### config.mk
export PLATFORM = sky130hd
export DESIGN_NAME = fbimg_device_flat
export DESIGN_NICKNAME = d
export VERILOG_FILES = /design/src/hdl/fbimg_pkg.sv /design/src/hdl/fbimg_if.sv /design/src/hdl/fbimg_device.sv /design/src/flat_wrapper.sv
export SDC_FILE = /design/constraint.sdc
export NUM_CORES = 2
export LEC_CHECK = 0
export BUFFER_PORTS_ARGS = -buffer_cell sky130_fd_sc_hd__buf_2
export CORE_AREA = 8 8 595 597
export CTS_CLUSTER_SIZE = 10
export DETAILED_ROUTE_END_ITERATION = 12
export DIE_AREA = 0 0 603 605
export PLACE_DENSITY = 0.36
export SLEW_MARGIN = 20
export SYNTH_ARGS = -nofsm -noshare
export SYNTH_HDL_FRONTEND = slang
export SYNTH_SLANG_ARGS = --single-unit
### constraint.sdc
create_clock -name SYS_CLK -period 2.7 [get_ports SYS_CLK]
set_clock_uncertainty 0.2 [all_clocks]
set_input_delay 0.54 -clock SYS_CLK [delete_from_list [all_inputs] [get_ports SYS_CLK]]
set_output_delay 0.54 -clock SYS_CLK [all_outputs]
set_load 0.02 [all_outputs]
### src/hdl/fbimg_pkg.sv
// shared constants for the fieldbus input image and its controller
package fbimg_pkg;
    localparam int          CLK_NS      = 40;
    localparam int          T_FAST_NS   = 520000;
    localparam int          T_SLOW_NS   = 1000000;
    localparam int          FAST_CYC_DEF = T_FAST_NS / CLK_NS;
    localparam int          SLOW_CYC_DEF = T_SLOW_NS / CLK_NS;
    localparam int          WAIT_CYC_DEF = 2 * SLOW_CYC_DEF;
    localparam int          TW          = 16;
    localparam int          N_BUS       = 6;
    localparam int          N_CALC      = 6;
    localparam int          N_LIMIT     = 4;
    localparam logic [15:0] IDX_NOP     = 16'h0000;
    localparam logic [15:0] IDX_IMAGE   = 16'h2000;
    localparam logic [15:0] IDX_USER    = 16'h2001;
    localparam logic [7:0]  SUB_ELEC    = 8'h01;
    localparam logic [7:0]  SUB_AOUT    = 8'h02;
    localparam logic [7:0]  SUB_PSET    = 8'h03;
    localparam logic [7:0]  SUB_U32     = 8'h01;
    localparam logic [7:0]  SUB_U16     = 8'h02;
    localparam logic [7:0]  SUB_U8      = 8'h03;
    localparam logic [7:0]  ERR_NONE    = 8'h00;
    localparam logic [7:0]  ERR_NO_OBJ  = 8'h01;
    localparam logic [7:0]  ERR_RO      = 8'h02;
    localparam logic [7:0]  PAD_VAL     = 8'h00;
    localparam logic [31:0] MASK_16     = 32'h0000ffff;
    localparam logic [31:0] MASK_8      = 32'h000000ff;
endpackage : fbimg_pkg

### src/hdl/fbimg_if.sv
// cyclic image and request lines between device and controller
`timescale 1ns/1ps
interface fbimg_if;
    import fbimg_pkg::*;
    logic [31:0]              elec_val;
    logic [N_BUS-1:0][31:0]   bus_val;
    logic [N_CALC-1:0][31:0]  calc_val;
    logic [N_LIMIT-1:0][31:0] limit_val;
    logic [31:0]              ext_val;
    logic [31:0]              aout_val;
    logic [31:0]              ctrl_echo;
    logic [15:0]              pset_num;
    logic [15:0]              rd_rep_idx;
    logic [7:0]               rd_rep_sub;
    logic [7:0]               rd_rep_err;
    logic [31:0]              rd_rep_val;
    logic [15:0]              wr_rep_idx;
    logic [7:0]               wr_rep_sub;
    logic [7:0]               wr_rep_err;
    logic [31:0]              ctrl_word;
    logic [15:0]              rd_idx;
    logic [7:0]               rd_sub;
    logic [7:0]               rd_pad;
    logic [15:0]              wr_idx;
    logic [7:0]               wr_sub;
    logic [7:0]               wr_pad;
    logic [31:0]              wr_val;

    modport dev (
        output elec_val, bus_val, calc_val, limit_val, ext_val, aout_val,
        output ctrl_echo, pset_num,
        output rd_rep_idx, rd_rep_sub, rd_rep_err, rd_rep_val,
        output wr_rep_idx, wr_rep_sub, wr_rep_err,
        input  ctrl_word, rd_idx, rd_sub, rd_pad,
        input  wr_idx, wr_sub, wr_pad, wr_val
    );
    modport ctl (
        input  elec_val, bus_val, calc_val, limit_val, ext_val, aout_val,
        input  ctrl_echo, pset_num,
        input  rd_rep_idx, rd_rep_sub, rd_rep_err, rd_rep_val,
        input  wr_rep_idx, wr_rep_sub, wr_rep_err,
        output ctrl_word, rd_idx, rd_sub, rd_pad,
        output wr_idx, wr_sub, wr_pad, wr_val
    );
endinterface : fbimg_if

### src/hdl/fbimg_device.sv
// device end: builds the cyclic input image and answers dictionary access
`timescale 1ns/1ps
// Behaviour
// - refresh on own timers, never bus-synchronised
// - electrical value refreshed every 0.52 ms
// - six inter-device bus values every 1 ms
// - six calculation results every 1 ms
// - four limit values only on events
// - first external value every 1 ms
// - analog output at 0.52 or 1 ms
// - control word echoed every 1 ms
// - active parameter set number on change only
// - read reply: index, subindex, error, value
// - floats returned as raw bit patterns
// - write reply: index, subindex, error byte
// - 32-bit full field, 8-bit in low byte
// - 16-bit objects in bits 15..0
// - act only on changed request, skip index zero
module fbimg_device
    import fbimg_pkg::*;
#(
    parameter int FAST_CYC = FAST_CYC_DEF,
    parameter int SLOW_CYC = SLOW_CYC_DEF
) (
    input  wire logic                     SYS_CLK,
    input  wire logic                     RST_N,
    input  wire logic [31:0]              ELEC_IN,
    input  wire logic [N_BUS-1:0][31:0]   BUS_IN,
    input  wire logic [N_CALC-1:0][31:0]  CALC_IN,
    input  wire logic [N_LIMIT-1:0][31:0] LIMIT_IN,
    input  wire logic [N_LIMIT-1:0]       LIMIT_EVT,
    input  wire logic [31:0]              EXT_IN,
    input  wire logic [31:0]              AOUT_IN,
    input  wire logic                     AOUT_FAST,
    input  wire logic [15:0]              PSET_IN,
    output logic      [31:0]              CTRL_WORD_OUT,
    fbimg_if.dev                          LINK
);
    logic [TW-1:0]              fcnt_r, scnt_r;
    logic                       ftick_r, stick_r, rd_go, wr_go;
    logic [31:0]                elec_r, ext_r, aout_r, ctrl_rx_r, echo_r;
    logic [31:0]                obj_u32_r, rd_last_r, rd_val_r, prd_val_r;
    logic [31:0]                rd_cur, rd_val_nxt;
    logic [63:0]                wr_last_r, wr_cur;
    logic [N_BUS-1:0][31:0]     bus_r;
    logic [N_CALC-1:0][31:0]    calc_r;
    logic [N_LIMIT-1:0][31:0]   limit_r;
    logic [15:0]                pset_r, obj_u16_r;
    logic [15:0]                rd_idx_r, wr_idx_r, prd_idx_r, pwr_idx_r;
    logic [7:0]                 obj_u8_r, rd_sub_r, rd_err_r, wr_sub_r;
    logic [7:0]                 wr_err_r, prd_sub_r, prd_err_r, pwr_sub_r;
    logic [7:0]                 pwr_err_r, rd_err_nxt, wr_err_nxt;

    // free-running refresh timers, independent of any bus timing
    always_ff @(posedge SYS_CLK) begin
        if (!RST_N) begin
            fcnt_r  <= '0;
            ftick_r <= 1'b0;
        end else if (fcnt_r == TW'(FAST_CYC - 1)) begin
            fcnt_r  <= '0;
            ftick_r <= 1'b1;
        end else begin
            fcnt_r  <= fcnt_r + 1'b1;
            ftick_r <= 1'b0;
        end
    end

    always_ff @(posedge SYS_CLK) begin
        if (!RST_N) begin
            scnt_r  <= '0;
            stick_r <= 1'b0;
        end else if (scnt_r == TW'(SLOW_CYC - 1)) begin
            scnt_r  <= '0;
            stick_r <= 1'b1;
        end else begin
            scnt_r  <= scnt_r + 1'b1;
            stick_r <= 1'b0;
        end
    end

    // periodic image values
    always_ff @(posedge SYS_CLK) begin
        if (!RST_N) begin
            elec_r <= '0;
            bus_r  <= '0;
            calc_r <= '0;
            ext_r  <= '0;
            aout_r <= '0;
        end else begin
            if (ftick_r) begin
                elec_r <= ELEC_IN;
            end
            if (stick_r) begin
                bus_r  <= BUS_IN;
                calc_r <= CALC_IN;
                ext_r  <= EXT_IN;
            end
            if (AOUT_FAST ? ftick_r : stick_r) begin
                aout_r <= AOUT_IN;
            end
        end
    end

    // event-driven image values
    always_ff @(posedge SYS_CLK) begin
        if (!RST_N) begin
            limit_r <= '0;
            pset_r  <= '0;
        end else begin
            for (int i = 0; i < N_LIMIT; i++) begin
                if (LIMIT_EVT[i]) begin
                    limit_r[i] <= LIMIT_IN[i];
                end
            end
            if (PSET_IN != pset_r) begin
                pset_r <= PSET_IN;
            end
        end
    end

    // control word: taken every cycle, echoed on the slow tick
    always_ff @(posedge SYS_CLK) begin
        if (!RST_N) begin
            ctrl_rx_r <= '0;
            echo_r    <= '0;
        end else begin
            ctrl_rx_r <= LINK.ctrl_word;
            if (stick_r) begin
                echo_r <= ctrl_rx_r;
            end
        end
    end

    assign rd_cur = {LINK.rd_idx, LINK.rd_sub, LINK.rd_pad};
    assign wr_cur = {LINK.wr_idx, LINK.wr_sub, LINK.wr_pad, LINK.wr_val};
    assign rd_go  = (rd_cur != rd_last_r) && (LINK.rd_idx != IDX_NOP);
    assign wr_go  = (wr_cur != wr_last_r) && (LINK.wr_idx != IDX_NOP);

    // dictionary read decode
    always_comb begin
        rd_err_nxt = ERR_NONE;
        rd_val_nxt = '0;
        if (LINK.rd_idx == IDX_IMAGE) begin
            case (LINK.rd_sub)
                SUB_ELEC: rd_val_nxt = elec_r;
                SUB_AOUT: rd_val_nxt = aout_r;
                SUB_PSET: rd_val_nxt = {16'h0000, pset_r};
                default:  rd_err_nxt = ERR_NO_OBJ;
            endcase
        end else if (LINK.rd_idx == IDX_USER) begin
            case (LINK.rd_sub)
                SUB_U32: rd_val_nxt = obj_u32_r;
                SUB_U16: rd_val_nxt = {16'h0000, obj_u16_r};
                SUB_U8:  rd_val_nxt = {24'h000000, obj_u8_r};
                default: rd_err_nxt = ERR_NO_OBJ;
            endcase
        end else begin
            rd_err_nxt = ERR_NO_OBJ;
        end
    end

    // dictionary write decode
    always_comb begin
        wr_err_nxt = ERR_NO_OBJ;
        if (LINK.wr_idx == IDX_IMAGE) begin
            case (LINK.wr_sub)
                SUB_ELEC, SUB_AOUT, SUB_PSET: wr_err_nxt = ERR_RO;
                default:                      wr_err_nxt = ERR_NO_OBJ;
            endcase
        end else if (LINK.wr_idx == IDX_USER) begin
            case (LINK.wr_sub)
                SUB_U32, SUB_U16, SUB_U8: wr_err_nxt = ERR_NONE;
                default:                  wr_err_nxt = ERR_NO_OBJ;
            endcase
        end
    end

    // writable objects; narrow types take only their low bits
    always_ff @(posedge SYS_CLK) begin
        if (!RST_N) begin
            obj_u32_r <= '0;
            obj_u16_r <= '0;
            obj_u8_r  <= '0;
        end else if (wr_go && wr_err_nxt == ERR_NONE) begin
            case (LINK.wr_sub)
                SUB_U32: obj_u32_r <= LINK.wr_val;
                SUB_U16: obj_u16_r <= 16'(LINK.wr_val & MASK_16);
                SUB_U8:  obj_u8_r  <= 8'(LINK.wr_val & MASK_8);
                default: obj_u32_r <= obj_u32_r;
            endcase
        end
    end

    // change detection; index-zero requests still count as seen
    always_ff @(posedge SYS_CLK) begin
        if (!RST_N) begin
            rd_last_r <= '0;
            wr_last_r <= '0;
        end else begin
            rd_last_r <= rd_cur;
            wr_last_r <= wr_cur;
        end
    end

    // reply contents change only on a processed request
    always_ff @(posedge SYS_CLK) begin
        if (!RST_N) begin
            rd_idx_r <= '0;
            rd_sub_r <= '0;
            rd_err_r <= '0;
            rd_val_r <= '0;
        end else if (rd_go) begin
            rd_idx_r <= LINK.rd_idx;
            rd_sub_r <= LINK.rd_sub;
            rd_err_r <= rd_err_nxt;
            rd_val_r <= rd_val_nxt;
        end
    end

    always_ff @(posedge SYS_CLK) begin
        if (!RST_N) begin
            wr_idx_r <= '0;
            wr_sub_r <= '0;
            wr_err_r <= '0;
        end else if (wr_go) begin
            wr_idx_r <= LINK.wr_idx;
            wr_sub_r <= LINK.wr_sub;
            wr_err_r <= wr_err_nxt;
        end
    end

    // replies are published on the slow tick
    always_ff @(posedge SYS_CLK) begin
        if (!RST_N) begin
            prd_idx_r <= '0;
            prd_sub_r <= '0;
            prd_err_r <= '0;
            prd_val_r <= '0;
            pwr_idx_r <= '0;
            pwr_sub_r <= '0;
            pwr_err_r <= '0;
        end else if (stick_r) begin
            prd_idx_r <= rd_idx_r;
            prd_sub_r <= rd_sub_r;
            prd_err_r <= rd_err_r;
            prd_val_r <= rd_val_r;
            pwr_idx_r <= wr_idx_r;
            pwr_sub_r <= wr_sub_r;
            pwr_err_r <= wr_err_r;
        end
    end

    assign LINK.elec_val   = elec_r;
    assign LINK.bus_val    = bus_r;
    assign LINK.calc_val   = calc_r;
    assign LINK.limit_val  = limit_r;
    assign LINK.ext_val    = ext_r;
    assign LINK.aout_val   = aout_r;
    assign LINK.ctrl_echo  = echo_r;
    assign LINK.pset_num   = pset_r;
    assign LINK.rd_rep_idx = prd_idx_r;
    assign LINK.rd_rep_sub = prd_sub_r;
    assign LINK.rd_rep_err = prd_err_r;
    assign LINK.rd_rep_val = prd_val_r;
    assign LINK.wr_rep_idx = pwr_idx_r;
    assign LINK.wr_rep_sub = pwr_sub_r;
    assign LINK.wr_rep_err = pwr_err_r;
    assign CTRL_WORD_OUT   = ctrl_rx_r;
endmodule : fbimg_device

### src/flat_wrapper.sv
// flat-port wrapper written by rule: the top's interface ports become plain ports
module fbimg_device_flat import fbimg_pkg::*;
#(
    parameter int FAST_CYC = FAST_CYC_DEF,
    parameter int SLOW_CYC = SLOW_CYC_DEF
)
  (SYS_CLK, RST_N, ELEC_IN, BUS_IN, CALC_IN, LIMIT_IN, LIMIT_EVT, EXT_IN, AOUT_IN, AOUT_FAST, PSET_IN, CTRL_WORD_OUT, LINK_elec_val, LINK_bus_val, LINK_calc_val, LINK_limit_val, LINK_ext_val, LINK_aout_val, LINK_ctrl_echo, LINK_pset_num, LINK_rd_rep_idx, LINK_rd_rep_sub, LINK_rd_rep_err, LINK_rd_rep_val, LINK_wr_rep_idx, LINK_wr_rep_sub, LINK_wr_rep_err, LINK_ctrl_word, LINK_rd_idx, LINK_rd_sub, LINK_rd_pad, LINK_wr_idx, LINK_wr_sub, LINK_wr_pad, LINK_wr_val);
  fbimg_if LINK_i ();
  input  wire logic SYS_CLK;
  input  wire logic RST_N;
  input  wire logic [31:0] ELEC_IN;
  input  wire logic [N_BUS-1:0][31:0] BUS_IN;
  input  wire logic [N_CALC-1:0][31:0] CALC_IN;
  input  wire logic [N_LIMIT-1:0][31:0] LIMIT_IN;
  input  wire logic [N_LIMIT-1:0] LIMIT_EVT;
  input  wire logic [31:0] EXT_IN;
  input  wire logic [31:0] AOUT_IN;
  input  wire logic AOUT_FAST;
  input  wire logic [15:0] PSET_IN;
  output logic      [31:0] CTRL_WORD_OUT;
  output wire logic [$bits(LINK_i.elec_val)-1:0] LINK_elec_val;
  output wire logic [$bits(LINK_i.bus_val)-1:0] LINK_bus_val;
  output wire logic [$bits(LINK_i.calc_val)-1:0] LINK_calc_val;
  output wire logic [$bits(LINK_i.limit_val)-1:0] LINK_limit_val;
  output wire logic [$bits(LINK_i.ext_val)-1:0] LINK_ext_val;
  output wire logic [$bits(LINK_i.aout_val)-1:0] LINK_aout_val;
  output wire logic [$bits(LINK_i.ctrl_echo)-1:0] LINK_ctrl_echo;
  output wire logic [$bits(LINK_i.pset_num)-1:0] LINK_pset_num;
  output wire logic [$bits(LINK_i.rd_rep_idx)-1:0] LINK_rd_rep_idx;
  output wire logic [$bits(LINK_i.rd_rep_sub)-1:0] LINK_rd_rep_sub;
  output wire logic [$bits(LINK_i.rd_rep_err)-1:0] LINK_rd_rep_err;
  output wire logic [$bits(LINK_i.rd_rep_val)-1:0] LINK_rd_rep_val;
  output wire logic [$bits(LINK_i.wr_rep_idx)-1:0] LINK_wr_rep_idx;
  output wire logic [$bits(LINK_i.wr_rep_sub)-1:0] LINK_wr_rep_sub;
  output wire logic [$bits(LINK_i.wr_rep_err)-1:0] LINK_wr_rep_err;
  input wire logic [$bits(LINK_i.ctrl_word)-1:0] LINK_ctrl_word;
  input wire logic [$bits(LINK_i.rd_idx)-1:0] LINK_rd_idx;
  input wire logic [$bits(LINK_i.rd_sub)-1:0] LINK_rd_sub;
  input wire logic [$bits(LINK_i.rd_pad)-1:0] LINK_rd_pad;
  input wire logic [$bits(LINK_i.wr_idx)-1:0] LINK_wr_idx;
  input wire logic [$bits(LINK_i.wr_sub)-1:0] LINK_wr_sub;
  input wire logic [$bits(LINK_i.wr_pad)-1:0] LINK_wr_pad;
  input wire logic [$bits(LINK_i.wr_val)-1:0] LINK_wr_val;
  assign LINK_elec_val = LINK_i.elec_val;
  assign LINK_bus_val = LINK_i.bus_val;
  assign LINK_calc_val = LINK_i.calc_val;
  assign LINK_limit_val = LINK_i.limit_val;
  assign LINK_ext_val = LINK_i.ext_val;
  assign LINK_aout_val = LINK_i.aout_val;
  assign LINK_ctrl_echo = LINK_i.ctrl_echo;
  assign LINK_pset_num = LINK_i.pset_num;
  assign LINK_rd_rep_idx = LINK_i.rd_rep_idx;
  assign LINK_rd_rep_sub = LINK_i.rd_rep_sub;
  assign LINK_rd_rep_err = LINK_i.rd_rep_err;
  assign LINK_rd_rep_val = LINK_i.rd_rep_val;
  assign LINK_wr_rep_idx = LINK_i.wr_rep_idx;
  assign LINK_wr_rep_sub = LINK_i.wr_rep_sub;
  assign LINK_wr_rep_err = LINK_i.wr_rep_err;
  assign LINK_i.ctrl_word = LINK_ctrl_word;
  assign LINK_i.rd_idx = LINK_rd_idx;
  assign LINK_i.rd_sub = LINK_rd_sub;
  assign LINK_i.rd_pad = LINK_rd_pad;
  assign LINK_i.wr_idx = LINK_wr_idx;
  assign LINK_i.wr_sub = LINK_wr_sub;
  assign LINK_i.wr_pad = LINK_wr_pad;
  assign LINK_i.wr_val = LINK_wr_val;
  fbimg_device #(.FAST_CYC(FAST_CYC), .SLOW_CYC(SLOW_CYC)) u_core (.SYS_CLK(SYS_CLK), .RST_N(RST_N), .ELEC_IN(ELEC_IN), .BUS_IN(BUS_IN), .CALC_IN(CALC_IN), .LIMIT_IN(LIMIT_IN), .LIMIT_EVT(LIMIT_EVT), .EXT_IN(EXT_IN), .AOUT_IN(AOUT_IN), .AOUT_FAST(AOUT_FAST), .PSET_IN(PSET_IN), .CTRL_WORD_OUT(CTRL_WORD_OUT), .LINK(LINK_i));
endmodule
==> flow_summary.json <==
{
  "cp_max_fo": 8,
  "fin_setup_tns_ps": 0,
  "ys.flop_type": "dfxtp_1",
  "power.density_mw_per_mm2": 596.8,
  "grt_pass1_wl_mm": 349.1,
  "synthCells": 3652,
  "remaining_drc_errors": 0,
  "start_kind": "input port",
  "portBuffers": 1529,
  "crit_path_max_incr_delay_ps": 530,
  "routabilityCongestion": 0.9821,
  "start_util": 0.1091,
  "routed_wl_mm": 265.4,
  "path_buf_inv": 4,
  "synth_compound_area_frac": 0.03089,
  "ys_ff_latch": 1040,
  "post-dp-hpwl_mm": 221.5,
  "synth.distinct_cells": 47,
  "status": "finished, final reports clean",
  "antenna_found_initial": 81,
  "critPathMostFrequentCell": "buf_4",
  "vias": 36344,
  "dr.pass1.iters": 7,
  "hp-class": "input port to flip-flop",
  "cts_sinks": 1040,
  "synth_top_family_by_area": "multiplexers",
  "fp-row-count": 216,
  "ctsHtreeMaxLevel": 4,
  "finalCritPeriodShare": 0.9885,
  "worstMarginPinSlew_ps": 825.4,
  "die_h_um": 605,
  "ys_seq_area_frac": 0.5538,
  "synth_xor_area_frac": 0.02866,
  "holdWs_ps": 76.86,
  "crit_slowest_cell": "dlygate4sd3_1",
  "synthMuxAreaShare": 0.2181,
  "drive_above_1_share": 0.3149,
  "drtIter0Drc": 1746,
  "wl_per_cell_um": 24.68,
  "postLayoutCellArea_mm2": 0.06453,
  "finalNetCount": 6810,
  "ys_warn_count": 0,
  "power_leakage_uw": 0.02713,
  "dp_cells": 9671,
  "synth-async-reset-ratio": 0,
  "vias_per_cell": 3.380,
  "final_common_cell": "buf_2",
  "synth-edff-count": 0,
  "cts_tree": "built",
  "cts.path.max_buffers": 4,
  "synth_area_mm2": 0.03759,
  "grt.total_usage": 0.1380,
  "period_minus_slack_ps": 2669,
  "placed_cell_area_mm2": 0.05173,
  "grt_pass1_vias": 37641,
  "clk-insertion-delay-late_ps": 810,
  "synthAdderAreaFrac": 0.0006656,
  "worstPathRequired_ps": 3180,
  "ant_nets": 0,
  "path_class": "input port to flip-flop",
  "die-area_mm2": 0.3648,
  "areaGrowthSynthToFinish_pct": 71.65,
  "ios": 1543,
  "slew_headroom": 0.4497,
  "rsz0062_at_grt": "no",
  "worstPathCellList": "dlygate4sd3_1 > buf_2 > nor4_1 > nand4_1 > buf_4 > or3_4 > or4_1 > buf_4 > mux2i_1",
  "cp_data_arrival_time_ps": 3150,
  "root_buffer": "clkbuf_16",
  "maxCapViolations": 0,
  "hold_violations": 0,
  "grt_overflow": 0,
  "cts_buffers": 144,
  "drv_slew": 0,
  "rr_worst_depth": 9,
  "grt_max_degree": 73,
  "fp.coreArea_mm2": 0.3446,
  "finalSetupViolCount": 0,
  "clk_pin_slew_ps": 60,
  "final_core_util": 0.1873,
  "vdd_drop_max_v": 0.0004462,
  "crit_family": "simple AND/OR/NAND/NOR gates",
  "fin_cells": 10754,
  "whs_path_depth": 3,
  "max_freq_mhz": 374.7,
  "critical_path.endpoint_type": "flip-flop",
  "crit_cells": 9,
  "synth_area_per_cell_um2": 10.29,
  "synthSimpleGateAreaFrac": 0.1352,
  "layout_common_cells": "1,528 x buf_2, 1,038 x dfxtp_1, 809 x dlygate4sd3_1",
  "die_w_um": 603
}
sequential cells by signal (all words and copies together) (netlist names), 16 cells and up:
signal	cells
u_core.obj_u32_r	32
u_core.LINK.rd_rep_val	32
u_core.CTRL_WORD_OUT	32
u_core.LINK.calc_val	192
u_core.LINK.ext_val	32
u_core.LINK.limit_val	128
u_core.LINK.wr_rep_idx	16
u_core.wr_last_r	64
u_core.wr_idx_r	16
u_core.rd_idx_r	16
u_core.obj_u16_r	16
u_core.LINK.rd_rep_idx	16
u_core.LINK.pset_num	16
u_core.rd_val_r	32
u_core.LINK.ctrl_echo	32
u_core.LINK.bus_val	192
u_core.LINK.elec_val	32
u_core.scnt_r	16
u_core.LINK.aout_val	32
u_core.rd_last_r	32
u_core.fcnt_r	16
report_power, final:
group | internal, uW | leakage, uW | switching (uW) | total, uW
Clock | 11300 | 0.00224 | 7810 | 19100
Sequential | 15600 | 0.00846 | 195 | 15800
Combinational | 1750 | 0.0164 | 1860 | 3610
tightest hold or removal path, cell delays in order:
cell and delay, ps:
buf_2 180, buf_4 180, and2_1 130
per-layer routing:
| layer | vias to the layer above | wire length [um] | global-route usage | share of wire |
|---|---|---|---|---|
| li1 | 17058 | - | - | - |
| met4 | 34 | 8170 | 0.03783 | 0.031 |
| met1 | 17663 | 101400 | 0.1515 | 0.38 |
| met3 | 327 | 16540 | 0.03555 | 0.062 |
| met5 | - | 209 | 0 | 0.00079 |
| met2 | 1262 | 139100 | 0.2607 | 0.52 |
per-stage QoR:
stage,setup WS (ps),total power [uW]
floorplan,175.4,17020
global placement,-454.0,18710
detailed placement,-346.7,18720
CTS,54.44,39520
global route,24.39,40170
finish,31.08,38510
area by class of cell:
type	count	area, um2
antenna	38	95.09
clock buffer	199	4051
clock inverter	36	535.5
fill	38426	280100
inverter	36	142.6
multi-input combinational	2329	15640
sequential	1040	20830
tap	4578	5728
timing repair buffer	2498	17520
path summary, 6_finish.rpt:
check        slack (ps)              endpoint           startpoint
min reg2reg         240      u_core.scnt_r[0]     u_core.scnt_r[0]
max reg2reg         220  u_core.obj_u32_r[10]  u_core.wr_last_r[5]
min                  80  u_core.rd_last_r[31]      LINK_rd_idx[15]
max                  30    u_core.obj_u8_r[4]      LINK_wr_idx[15]
logic make-up after synthesis:
group	count (synthesis)
and+or+nand+nor	1196
DFF	1040
muxes	816
buffers and inverters	295
AOI/OAI and AO/OA	179
xor gates and xnor gates	123
adders and majority gates	2
other	1
repair_timing:
action | CTS | global route
endpoints found under the setup margin | 0 | 20
endpoints found under the hold margin | 842 | 0
setup buffers | 0 | 1
resized for setup | 0 | 1
hold buffers | 809 | 0
cell usage after synthesis (2+ instances only):
master	n	area, um2
a21oi_1	68	340.3
inv_2	2	7.510
nand3_1	36	180.2
and4_1	5	43.79
mux2_2	25	281.5
o22ai_1	7	43.79
nand2_1	177	664.4
nand4_1	33	206.5
nand3b_1	2	15.01
nor3_1	7	35.03
buf_1	53	198.9
or3_1	2	12.51
buf_2	15	75.07
or4_4	2	22.52
or4_1	5	37.54
nor4_1	16	100.1
buf_6	5	56.30
clkbuf_1	172	645.6
a22o_1	6	52.55
buf_4	13	97.59
ha_1	2	25.02
nor2b_1	6	37.54
o21ai_0	18	90.09
a22oi_1	36	270.3
a221oi_1	12	105.1
xnor2_1	104	910.9
mux2i_1	791	7918
a2111o_1	8	90.09
nor2_1	781	2932
xor2_1	19	166.4
o21ai_1	10	50.05
and3_1	3	18.77
and2_1	114	713.2
dfxtp_1	1040	20820
o2bb2ai_1	12	105.1
inv_1	34	127.6
No activity file was read; power rests on OpenSTA's default activity.
